**config.mk**
```make
export PLATFORM = sky130hd
export DESIGN_NAME = tcg_cfg_bank
export DESIGN_NICKNAME = d
export VERILOG_FILES = /design/src/core/tcg_cfg_pkg.sv /design/src/core/tcg_cfg_bank.sv
export SDC_FILE = /design/constraint.sdc
export NUM_CORES = 1
export LEC_CHECK = 0
export ABC_AREA = 0
export BUFFER_PORTS_ARGS = -buffer_cell sky130_fd_sc_hd__buf_2
export CORE_MARGIN = 3
export CORE_UTILIZATION = 30
export DETAILED_ROUTE_END_ITERATION = 10
export GPL_ROUTABILITY_DRIVEN = 0
export HOLD_SLACK_MARGIN = 0.15
export PLACE_DENSITY = 0.5
export SETUP_SLACK_MARGIN = 0.1
export SLEW_MARGIN = 20
export SYNTH_ARGS = -nofsm -noshare
export SYNTH_HDL_FRONTEND = slang
export SYNTH_SLANG_ARGS = --single-unit
```
**constraint.sdc**
```tcl
create_clock -name CLOCK -period 4.85 [get_ports CLOCK]
set_input_delay 0.2425 -clock CLOCK [delete_from_list [all_inputs] [get_ports CLOCK]]
set_output_delay 0.2425 -clock CLOCK [all_outputs]
set_load 0.03 [all_outputs]
```
**src/core/tcg_cfg_pkg.sv**
```systemverilog
// constants for the temperature, guard and processor configuration bank
package tcg_cfg_pkg;
    // ========================================================
    // register indices (byte address is four times the index)
    localparam logic [5:0] IDX_FIRST = 6'h13;
    localparam logic [5:0] IDX_LAST = 6'h1b;
    localparam int NUM_REGS = 9;
    localparam logic [5:0] IDX_GUARD_AMP_GAIN_TIMING = 6'h13;
    localparam logic [5:0] IDX_TEMP_CYCLE_GUARD_TRIM = 6'h14;
    localparam logic [5:0] IDX_TEMP_TRIGGER_DIVIDER_LOW = 6'h15;
    localparam logic [5:0] IDX_TEMP_TRIGGER_AVERAGE = 6'h16;
    localparam logic [5:0] IDX_TEMP_PORT_SELECT = 6'h17;
    localparam logic [5:0] IDX_TIME_CONV_INTERNAL_A = 6'h18;
    localparam logic [5:0] IDX_TIME_CONV_INTERNAL_B = 6'h19;
    localparam logic [5:0] IDX_TIME_CONV_INTERNAL_C = 6'h1a;
    localparam logic [5:0] IDX_PROCESSOR_PIN_ROUTING = 6'h1b;

    // ========================================================
    // writable bits per register, entry 0 is index 0x13
    localparam logic [NUM_REGS-1:0][7:0] REG_MASK = {
        8'hcf, 8'hfe, 8'hfc, 8'h3f, 8'hf7, 8'h7f, 8'hff, 8'h87, 8'hff
    };
    localparam logic [7:0] REG_RESET = 8'h00;

    // ========================================================
    // field positions
    localparam int GUARD_TIME_LSB = 0;
    localparam int GUARD_ATTEN_LSB = 4;
    localparam int GUARD_GAIN_LSB = 6;
    localparam int GUARD_TRIM_LSB = 0;
    localparam int TEMP_CYCLE_DOUBLE_BIT = 7;
    localparam int TRIG_DIV_HIGH_LSB = 0;
    localparam int TEMP_AVERAGE_COUNT_LSB = 2;
    localparam int TRIG_SRC_LSB = 4;
    localparam int TEMP_START_PIN_SELECT_LSB = 0;
    localparam int TEMP_WARMUP_BIT = 2;
    localparam int TEMP_INTERNAL_REF_ENABLE_BIT = 4;
    localparam int TEMP_INTERNAL_SENSOR_ENABLE_BIT = 5;
    localparam int EXT_REF_PORT_BIT = 6;
    localparam int EXT_SENSOR_PORT_BIT = 7;
    localparam int SWAP_PINS_ZERO_TWO_BIT = 0;
    localparam int SWAP_PINS_ONE_THREE_BIT = 1;
    localparam int PROC_SPEED_LSB = 2;
    localparam int PULSE_DEBOUNCE_ENABLE_LSB = 6;

    // ========================================================
    // encodings
    typedef enum logic [2:0] {
        TRIG_OFF = 3'h0,
        TRIG_TIMER = 3'h1,
        TRIG_PIN = 3'h3,
        TRIG_CAP_ASYNC = 3'h5,
        TRIG_CAP_SYNC = 3'h6
    } trig_src_e;
    localparam logic [1:0] DEBOUNCE_ON = 2'h3;
    localparam logic [3:0] WARMUP_SHORT = 4'h2;
    localparam logic [3:0] WARMUP_LONG = 4'h8;

    // ========================================================
    // timing
    localparam int CLOCK_PERIOD_PS = 8000;
    localparam int GUARD_STEP_NS = 500;
    localparam int GUARD_STEP_CYCLES = (GUARD_STEP_NS * 1000 + CLOCK_PERIOD_PS - 1)
        / CLOCK_PERIOD_PS;
    localparam int DEBOUNCE_NS = 10000;
    localparam int DEBOUNCE_CYCLES = (DEBOUNCE_NS * 1000 + CLOCK_PERIOD_PS - 1)
        / CLOCK_PERIOD_PS;
endpackage

```
**src/core/tcg_cfg_bank.sv**
```systemverilog
// configuration bank for the temperature converter, guard driver and pulse routing
`timescale 1ns/1ps
module tcg_cfg_bank
    import tcg_cfg_pkg::*;
#(
    parameter int DIV_WIDTH = 10,
    parameter int DEBOUNCE_LEN = DEBOUNCE_CYCLES
)
(
    input wire logic CLOCK,
    input wire logic RST,
    input wire logic CYC_I,
    input wire logic STB_I,
    input wire logic WE_I,
    input wire logic [7:0] ADR_I,
    input wire logic [3:0] SEL_I,
    input wire logic [31:0] DAT_I,
    output logic [31:0] DAT_O,
    output logic ACK_O,
    input wire logic LF_TICK,
    input wire logic CAP_CONV_END,
    input wire logic GUARD_PRECHARGE,
    input wire logic [3:0] GPIO_IN,
    input wire logic PROC_PULSE,
    output logic GUARD_TO_AMP,
    output logic [1:0] GUARD_GAIN,
    output logic [1:0] GUARD_ATTEN,
    output logic [2:0] GUARD_TRIM,
    output logic TEMP_CYCLE_TICK,
    output logic TEMP_START,
    output logic [4:0] TEMP_AVG_SAMPLES,
    output logic [3:0] TEMP_PORT_EN,
    output logic [3:0] TEMP_WARMUP,
    output logic [7:0] TIME_CONV_A,
    output logic [7:0] TIME_CONV_B,
    output logic [7:0] TIME_CONV_C,
    output logic [1:0] PROC_SPEED,
    output logic [3:0] PULSE_OUT
);

    // ========================================================
    // elaboration checks
    generate
        if (DIV_WIDTH != 10)
        begin : g_bad_div
            $error("divider width must be 10");
        end
        if (DEBOUNCE_LEN < 1 || DEBOUNCE_LEN > 65535)
        begin : g_bad_deb
            $error("debounce length out of range");
        end
    endgenerate

    localparam int GCW = 11;
    localparam logic [GCW-1:0] GUARD_STEP = GCW'(GUARD_STEP_CYCLES);
    localparam logic [15:0] DEB_LEN = 16'(DEBOUNCE_LEN);

    // the widest guard delay must fit the counter, or the switch would come early
    generate
        if (15 * GUARD_STEP_CYCLES >= (1 << GCW))
        begin : g_bad_guard
            $error("guard counter too narrow");
        end
    endgenerate

    typedef struct packed {
        logic [NUM_REGS-1:0][7:0] regs;
        logic ack;
        logic [31:0] rdat;
        logic [3:0] pin_meta;
        logic [3:0] pin_sync;
        logic [3:0] pin_prev;
        logic [GCW-1:0] guard_cnt;
        logic guard_amp;
        logic lf_half;
        logic cyc_tick;
        logic [DIV_WIDTH-1:0] div_cnt;
        logic sync_pend;
        logic start;
        logic pulse_prev;
        logic [15:0] mono_cnt;
        logic [3:0] pulse_out;
    } state_s;

    state_s cur_ff;
    state_s nxt_st;

    // ========================================================
    // field views of the stored registers
    logic [7:0] r_gat;
    logic [7:0] r_cyc;
    logic [7:0] r_div;
    logic [7:0] r_avg;
    logic [7:0] r_port;
    logic [7:0] r_route;
    logic [DIV_WIDTH-1:0] div_n;
    logic [2:0] trig_src;

    assign r_gat = cur_ff.regs[IDX_GUARD_AMP_GAIN_TIMING - IDX_FIRST];
    assign r_cyc = cur_ff.regs[IDX_TEMP_CYCLE_GUARD_TRIM - IDX_FIRST];
    assign r_div = cur_ff.regs[IDX_TEMP_TRIGGER_DIVIDER_LOW - IDX_FIRST];
    assign r_avg = cur_ff.regs[IDX_TEMP_TRIGGER_AVERAGE - IDX_FIRST];
    assign r_port = cur_ff.regs[IDX_TEMP_PORT_SELECT - IDX_FIRST];
    assign r_route = cur_ff.regs[IDX_PROCESSOR_PIN_ROUTING - IDX_FIRST];
    assign div_n = {r_avg[TRIG_DIV_HIGH_LSB +: 2], r_div};
    assign trig_src = r_avg[TRIG_SRC_LSB +: 3];

    always_comb
    begin
        logic [5:0] idx;
        logic hit;
        logic [3:0] idx_off;
        logic trig_evt;
        logic [3:0] pin_edge;
        logic [GCW-1:0] guard_lim;
        logic pulse_f;
        logic pulse_rise;
        idx = ADR_I[7:2];
        hit = 1'b0;
        idx_off = 4'h0;
        trig_evt = 1'b0;
        pin_edge = 4'h0;
        guard_lim = '0;
        pulse_f = 1'b0;
        pulse_rise = 1'b0;
        nxt_st = cur_ff;

        // ====================================================
        // wishbone slave: ack one cycle after the request, write at the ack edge
        hit = (idx >= IDX_FIRST) && (idx <= IDX_LAST);
        idx_off = 4'(idx - IDX_FIRST);
        nxt_st.ack = CYC_I && STB_I && !cur_ff.ack;
        nxt_st.rdat = 32'h0;
        if (CYC_I && STB_I && !cur_ff.ack && hit)
        begin
            nxt_st.rdat = {24'h0, cur_ff.regs[idx_off] & REG_MASK[idx_off]};
        end
        if (CYC_I && STB_I && cur_ff.ack && WE_I && SEL_I[0] && hit)
        begin
            // mandatory values are stored as written; nothing forces them
            nxt_st.regs[idx_off] = DAT_I[7:0] & REG_MASK[idx_off];
        end

        // ====================================================
        // general pin synchroniser and edge detect
        // only the second and third flops feed logic; the first may still be settling
        nxt_st.pin_meta = GPIO_IN;
        nxt_st.pin_sync = cur_ff.pin_meta;
        nxt_st.pin_prev = cur_ff.pin_sync;
        pin_edge = cur_ff.pin_sync & ~cur_ff.pin_prev;

        // ====================================================
        // guard switch-over timer
        // 500 ns rounds up to whole cycles, so the switch is never early
        guard_lim = GCW'(r_gat[GUARD_TIME_LSB +: 4]) * GUARD_STEP;
        if (!GUARD_PRECHARGE)
        begin
            nxt_st.guard_cnt = '0;
            nxt_st.guard_amp = 1'b0;
        end
        else if (cur_ff.guard_cnt >= guard_lim)
        begin
            nxt_st.guard_amp = 1'b1;
        end
        else
        begin
            nxt_st.guard_cnt = cur_ff.guard_cnt + GCW'(1);
        end

        // ====================================================
        // temperature cycle clock from the low-freq oscillator
        nxt_st.cyc_tick = 1'b0;
        if (LF_TICK)
        begin
            if (r_cyc[TEMP_CYCLE_DOUBLE_BIT])
            begin
                nxt_st.lf_half = !cur_ff.lf_half;
                nxt_st.cyc_tick = cur_ff.lf_half;
            end
            else
            begin
                nxt_st.lf_half = 1'b0;
                nxt_st.cyc_tick = 1'b1;
            end
        end

        // ====================================================
        // trigger source and pre-divider
        nxt_st.start = 1'b0;
        case (trig_src)
            TRIG_TIMER:
            begin
                trig_evt = LF_TICK;
            end
            TRIG_PIN:
            begin
                trig_evt = pin_edge[r_port[TEMP_START_PIN_SELECT_LSB +: 2]];
            end
            TRIG_CAP_ASYNC:
            begin
                trig_evt = CAP_CONV_END;
            end
            TRIG_CAP_SYNC:
            begin
                // start waits for the next cycle tick so it lines up with the sequencer
                if (CAP_CONV_END)
                begin
                    nxt_st.sync_pend = 1'b1;
                end
                if (cur_ff.sync_pend && cur_ff.cyc_tick)
                begin
                    trig_evt = 1'b1;
                    nxt_st.sync_pend = CAP_CONV_END;
                end
            end
            default:
            begin
                trig_evt = 1'b0;
            end
        endcase
        if (trig_src != TRIG_CAP_SYNC)
        begin
            nxt_st.sync_pend = 1'b0;
        end
        if (trig_src == TRIG_OFF)
        begin
            nxt_st.div_cnt = '0;
        end
        else if (trig_evt)
        begin
            // a divider lowered below the running count fires on the next event
            if (div_n <= DIV_WIDTH'(1) || cur_ff.div_cnt >= div_n - DIV_WIDTH'(1))
            begin
                nxt_st.div_cnt = '0;
                nxt_st.start = 1'b1;
            end
            else
            begin
                nxt_st.div_cnt = cur_ff.div_cnt + DIV_WIDTH'(1);
            end
        end

        // ====================================================
        // pulse line: optional mono-flop, then pin routing
        nxt_st.pulse_prev = PROC_PULSE;
        pulse_rise = PROC_PULSE && !cur_ff.pulse_prev;
        if (r_route[PULSE_DEBOUNCE_ENABLE_LSB +: 2] == DEBOUNCE_ON)
        begin
            // edges while the mono-flop runs are swallowed; that is the anti-bounce
            if (cur_ff.mono_cnt != 16'h0)
            begin
                nxt_st.mono_cnt = cur_ff.mono_cnt - 16'h1;
            end
            else if (pulse_rise)
            begin
                nxt_st.mono_cnt = DEB_LEN;
            end
            pulse_f = (cur_ff.mono_cnt != 16'h0);
        end
        else
        begin
            nxt_st.mono_cnt = 16'h0;
            pulse_f = PROC_PULSE;
        end
        nxt_st.pulse_out = 4'h0;
        if (r_route[SWAP_PINS_ZERO_TWO_BIT])
        begin
            nxt_st.pulse_out[0] = pulse_f;
        end
        else
        begin
            nxt_st.pulse_out[2] = pulse_f;
        end
        if (r_route[SWAP_PINS_ONE_THREE_BIT])
        begin
            nxt_st.pulse_out[1] = pulse_f;
        end
        else
        begin
            nxt_st.pulse_out[3] = pulse_f;
        end
    end

    always_ff @(posedge CLOCK or posedge RST)
    begin
        if (RST)
        begin
            cur_ff <= '0;
            cur_ff.regs <= {NUM_REGS{REG_RESET}};
        end
        else
        begin
            cur_ff <= nxt_st;
        end
    end

    // ========================================================
    // outputs
    always_comb
    begin
        case (r_avg[TEMP_AVERAGE_COUNT_LSB +: 2])
            2'h0: TEMP_AVG_SAMPLES = 5'h01;
            2'h1: TEMP_AVG_SAMPLES = 5'h04;
            2'h2: TEMP_AVG_SAMPLES = 5'h08;
            default: TEMP_AVG_SAMPLES = 5'h10;
        endcase
    end

    assign TEMP_WARMUP = r_port[TEMP_WARMUP_BIT] ? WARMUP_LONG : WARMUP_SHORT;
    assign TEMP_PORT_EN = {r_port[TEMP_INTERNAL_SENSOR_ENABLE_BIT],
                           r_port[TEMP_INTERNAL_REF_ENABLE_BIT],
                           r_port[EXT_SENSOR_PORT_BIT],
                           r_port[EXT_REF_PORT_BIT]};
    assign DAT_O = cur_ff.rdat;
    assign ACK_O = cur_ff.ack;
    assign GUARD_TO_AMP = cur_ff.guard_amp;
    assign GUARD_GAIN = r_gat[GUARD_GAIN_LSB +: 2];
    assign GUARD_ATTEN = r_gat[GUARD_ATTEN_LSB +: 2];
    assign GUARD_TRIM = r_cyc[GUARD_TRIM_LSB +: 3];
    assign TEMP_CYCLE_TICK = cur_ff.cyc_tick;
    assign TEMP_START = cur_ff.start;
    assign TIME_CONV_A = cur_ff.regs[IDX_TIME_CONV_INTERNAL_A - IDX_FIRST];
    assign TIME_CONV_B = cur_ff.regs[IDX_TIME_CONV_INTERNAL_B - IDX_FIRST];
    assign TIME_CONV_C = cur_ff.regs[IDX_TIME_CONV_INTERNAL_C - IDX_FIRST];
    assign PROC_SPEED = r_route[PROC_SPEED_LSB +: 2];
    assign PULSE_OUT = cur_ff.pulse_out;
endmodule

```
==> results.ini <==
[pwr]
p_leak_nw=4.59
combPwrFrac_pct=7.6
p_per_area_nw_per_um2=290
p_clk_share_pct=49.0
seqPwrFrac_pct=43.4
ir_drop_v=0.000254
switchingPower_w=0.000730
internal-power_w=0.00196
swShare_pct=27.1

[sta]
grt_setup_unrepaired=false
fin_tns_setup_ps=0
timing.final.hold_violations=0
finalCriticalPeriod_ps=4550
drv_slew=0
slew-limit-headroom_pct=26.9
final-setup-viol-count=0
max_freq_ghz=0.220
min_period_over_period_pct=93.8
whs_ps=170
tightest_slew_ps=1090
finClkSkew_ps=9.19

[global_routing]
grt_pass1_wl_um=30800
track_usage_pct=13.5
grt_pass1_vias=5589
grt_max_degree=95
grt_overflow=0
antenna_found_initial=2

[synthesis]
synthMuxAreaShare_pct=14.0
async_reset_ff_share_pct=100
netlist_area_um2=8190
synth-xor-area-share_pct=2.77
synth_edf_count=0
synth_top_cell_by_area=dfrtp_1
ys_seq_elements=138
synth_seq_area_share_pct=42.2
ys_warn_count=0
avgSynthCellArea_um2=11.1
synth_top_family_by_area=simple AND/OR/NAND/NOR gates
synth-simple-area-share_pct=14.2
synth_ff_type=dfrtp_1
synth_cells=738
synth_compound_area_share_pct=9.46
ys_types=65
yosys.area.top_type_share_pct=42.2
netlist_top_cells_area=dfrtp_1, mux2_2, buf_4
synthAdderAreaFrac_pct=8.19

[critical_path]
cp_cell_sequence=fa_2 -> fa_1 -> fa_1 -> a21o_1 -> a21oi_2 -> o21ai_0 -> a22o_1 -> xnor2_1 -> ha_1 -> a21o_1 -> a211o_1 -> a31o_4 -> or4_1 -> a21oi_1
path_depth=14
end_kind=flop
crit_buf_inv=0
rr_worst_depth=14
crit_slowest_cell=fa_2
cp_slowest_stage_delay_ps=650
critical-path-top-delay-family=adder cells
worstPathRequired_ps=5190
path_class=flop to flop
path_max_fanout=14
r2r-start=r_gat[1]
arrival_ps=4890
rrSetupSlack_ps=300
r2r-end=cur_ff[39]
start_kind=flop

[drt]
wl_per_cell_um=16.7
drc=0
drtIter0Drc=342
first_pass_iters=4
via_per_inst=4.86
ant_nets=0
drt_wl_total_um=19100
vias=5549

[cts]
cts_made_buffers=17
clk_transition_reported_paths_ps=60
clock_insertion_delay_worst_skew_ps=430
cts_tree=built
cts_num_sinks=138
cts_buffer_depth=2
root_buffer=clkbuf_16
cts_setup_buffers=0
htreeDepth=4

[floorplanning]
ios=143
die_w_um=171
die-area_um2=29300
die_y_um=171
rows=59
core_um2=26400
start_util_pct=31.0

[placement]
place_inst=1098
portBuffers=86
dp_hpwl_um=13700

[worst_hold_path]
holdPathStages=3
min-delay-start=GUARD_PRECHARGE
hold_path_class=primary input to flop
min_to=cur_ff[43]

[finish]
syn2layout_area_growth_pct=13.3
drive_gt1_share_pct=28.1
fillers=2636
n_antenna_cell=0
nNetsFinal=901
finalNonFillerCells=1142

[run_status]
status=finished clean

[job]
maxCapViolCount=0

[power by group through the flow]
stage	Combinational (W)	Sequential, W	Clock (W)
floorplan	0.000155	0.00119	0
global placement	0.000197	0.00119	0
detailed placement	0.000197	0.00119	0
CTS	0.000205	0.00117	0.00135
global route	0.000225	0.00117	0.00142
finish	0.000204	0.00117	0.00132
[worst max-delay path by stage]
stage,from,end,slack (ps)
floorplan,r_gat[1],cur_ff[41],300
global placement,r_gat[1],cur_ff[42],210
detailed placement,r_gat[1],cur_ff[39],190
CTS,r_gat[1],cur_ff[39],180
global route,r_gat[1],cur_ff[39],120
finish,r_gat[1],cur_ff[39],300
[synth_stat cells, types with 15 or more instances]
master,instances
dfrtp_1,138
buf_4,77
mux2_2,62
ha_1,44
nor2_1,40
nand2_1,39
a21oi_1,25
inv_1,25
nand3_1,20
nor2b_1,19
mux4_2,16
nor3_1,15
xnor2_1,15
[worst reg2reg max path, cell delays in order (launching register included)]
cell	delay (ps)
dfrtp_1	400
fa_2	650
fa_1	480
fa_1	480
a21o_1	190
a21oi_2	170
o21ai_0	90
a22o_1	210
xnor2_1	150
ha_1	260
a21o_1	160
a211o_1	310
a31o_4	280
or4_1	490
a21oi_1	150
[stage by stage]
stage	setup slack (ps)	power [W]	utilization [%]	instance area, um^2
4_1_cts	181	0.00272	35.0	9250
6_report	299	0.00269	35.1	9280
3_5_place_dp	185	0.00139	32.3	8540
3_3_place_gp	215	0.00139	32.3	8540
2_1_floorplan	304	0.00135	-	8290
5_1_grt	119	0.00282	35.1	9280
[registers in the layout (all words and copies together), names as in the netlist, 6 cells and up]
signal and flops:
r_cyc 8, TIME_CONV_B 8, r_route 6, r_port 8
TIME_CONV_A 8, DAT_O 8, r_gat 8, TIME_CONV_C 8
r_avg 8, r_div 8, cur_ff 52
[cell usage in the layout, fill, tap and decap left out, types with 8 or more instances in the layout]
cell and n:
nor3_1 15, nor4_1 10, nor2b_1 19, nand2_1 39, ha_1 44, dfrtp_1 138
and3_1 11, mux4_2 16, o21ai_0 11, nand3_1 20, mux2_2 62, a21oi_1 24
clkbuf_16 17, dlygate4sd3_1 12, nor2_1 40, xnor2_1 15, xor2_1 9, nand2b_1 11
mux2i_1 8, and2_1 10, inv_1 24, conb_1 27, buf_2 86
[routing by layer]
metal	wire length [um]	part of all wire [%]	global-route usage, %	vias to the layer above
met5	21	0.11	0	-
met4	176	0.92	2.90	4
met3	739	3.9	3.24	18
met2	8790	46	20.9	113
met1	9370	49	19.3	2739
li1	-	-	-	2675
[logic make-up (layout without fill, tap and decap cells)]
family	after synthesis	count (layout)
buf+inv	119	162
compound gates	107	107
fa+ha+maj	50	50
xor+xnor	25	25
simple gates	211	211
other cells	1	27
mux	87	87
flops	138	138
[repair_timing]
item | 4_1_cts | 5_1_grt
hold buffers | 12 | 0
endpoints found under the hold margin | 106 | 0
gates resized for setup | 0 | 6
setup endpoints to repair | 0 | 7
[final cells by class]
cell class / instances / area (um^2) / area share, %
multi-input cells: 507 / 4120 / 44.3
flip-flops and latches: 138 / 3450 / 37.2
repair buffers: 105 / 603 / 6.50
clock buffers: 18 / 439 / 4.73
well taps: 335 / 419 / 4.52
clock inverters: 14 / 153 / 1.64
inverters: 25 / 98.8 / 1.06
Power figures use the tool's default switching activity.
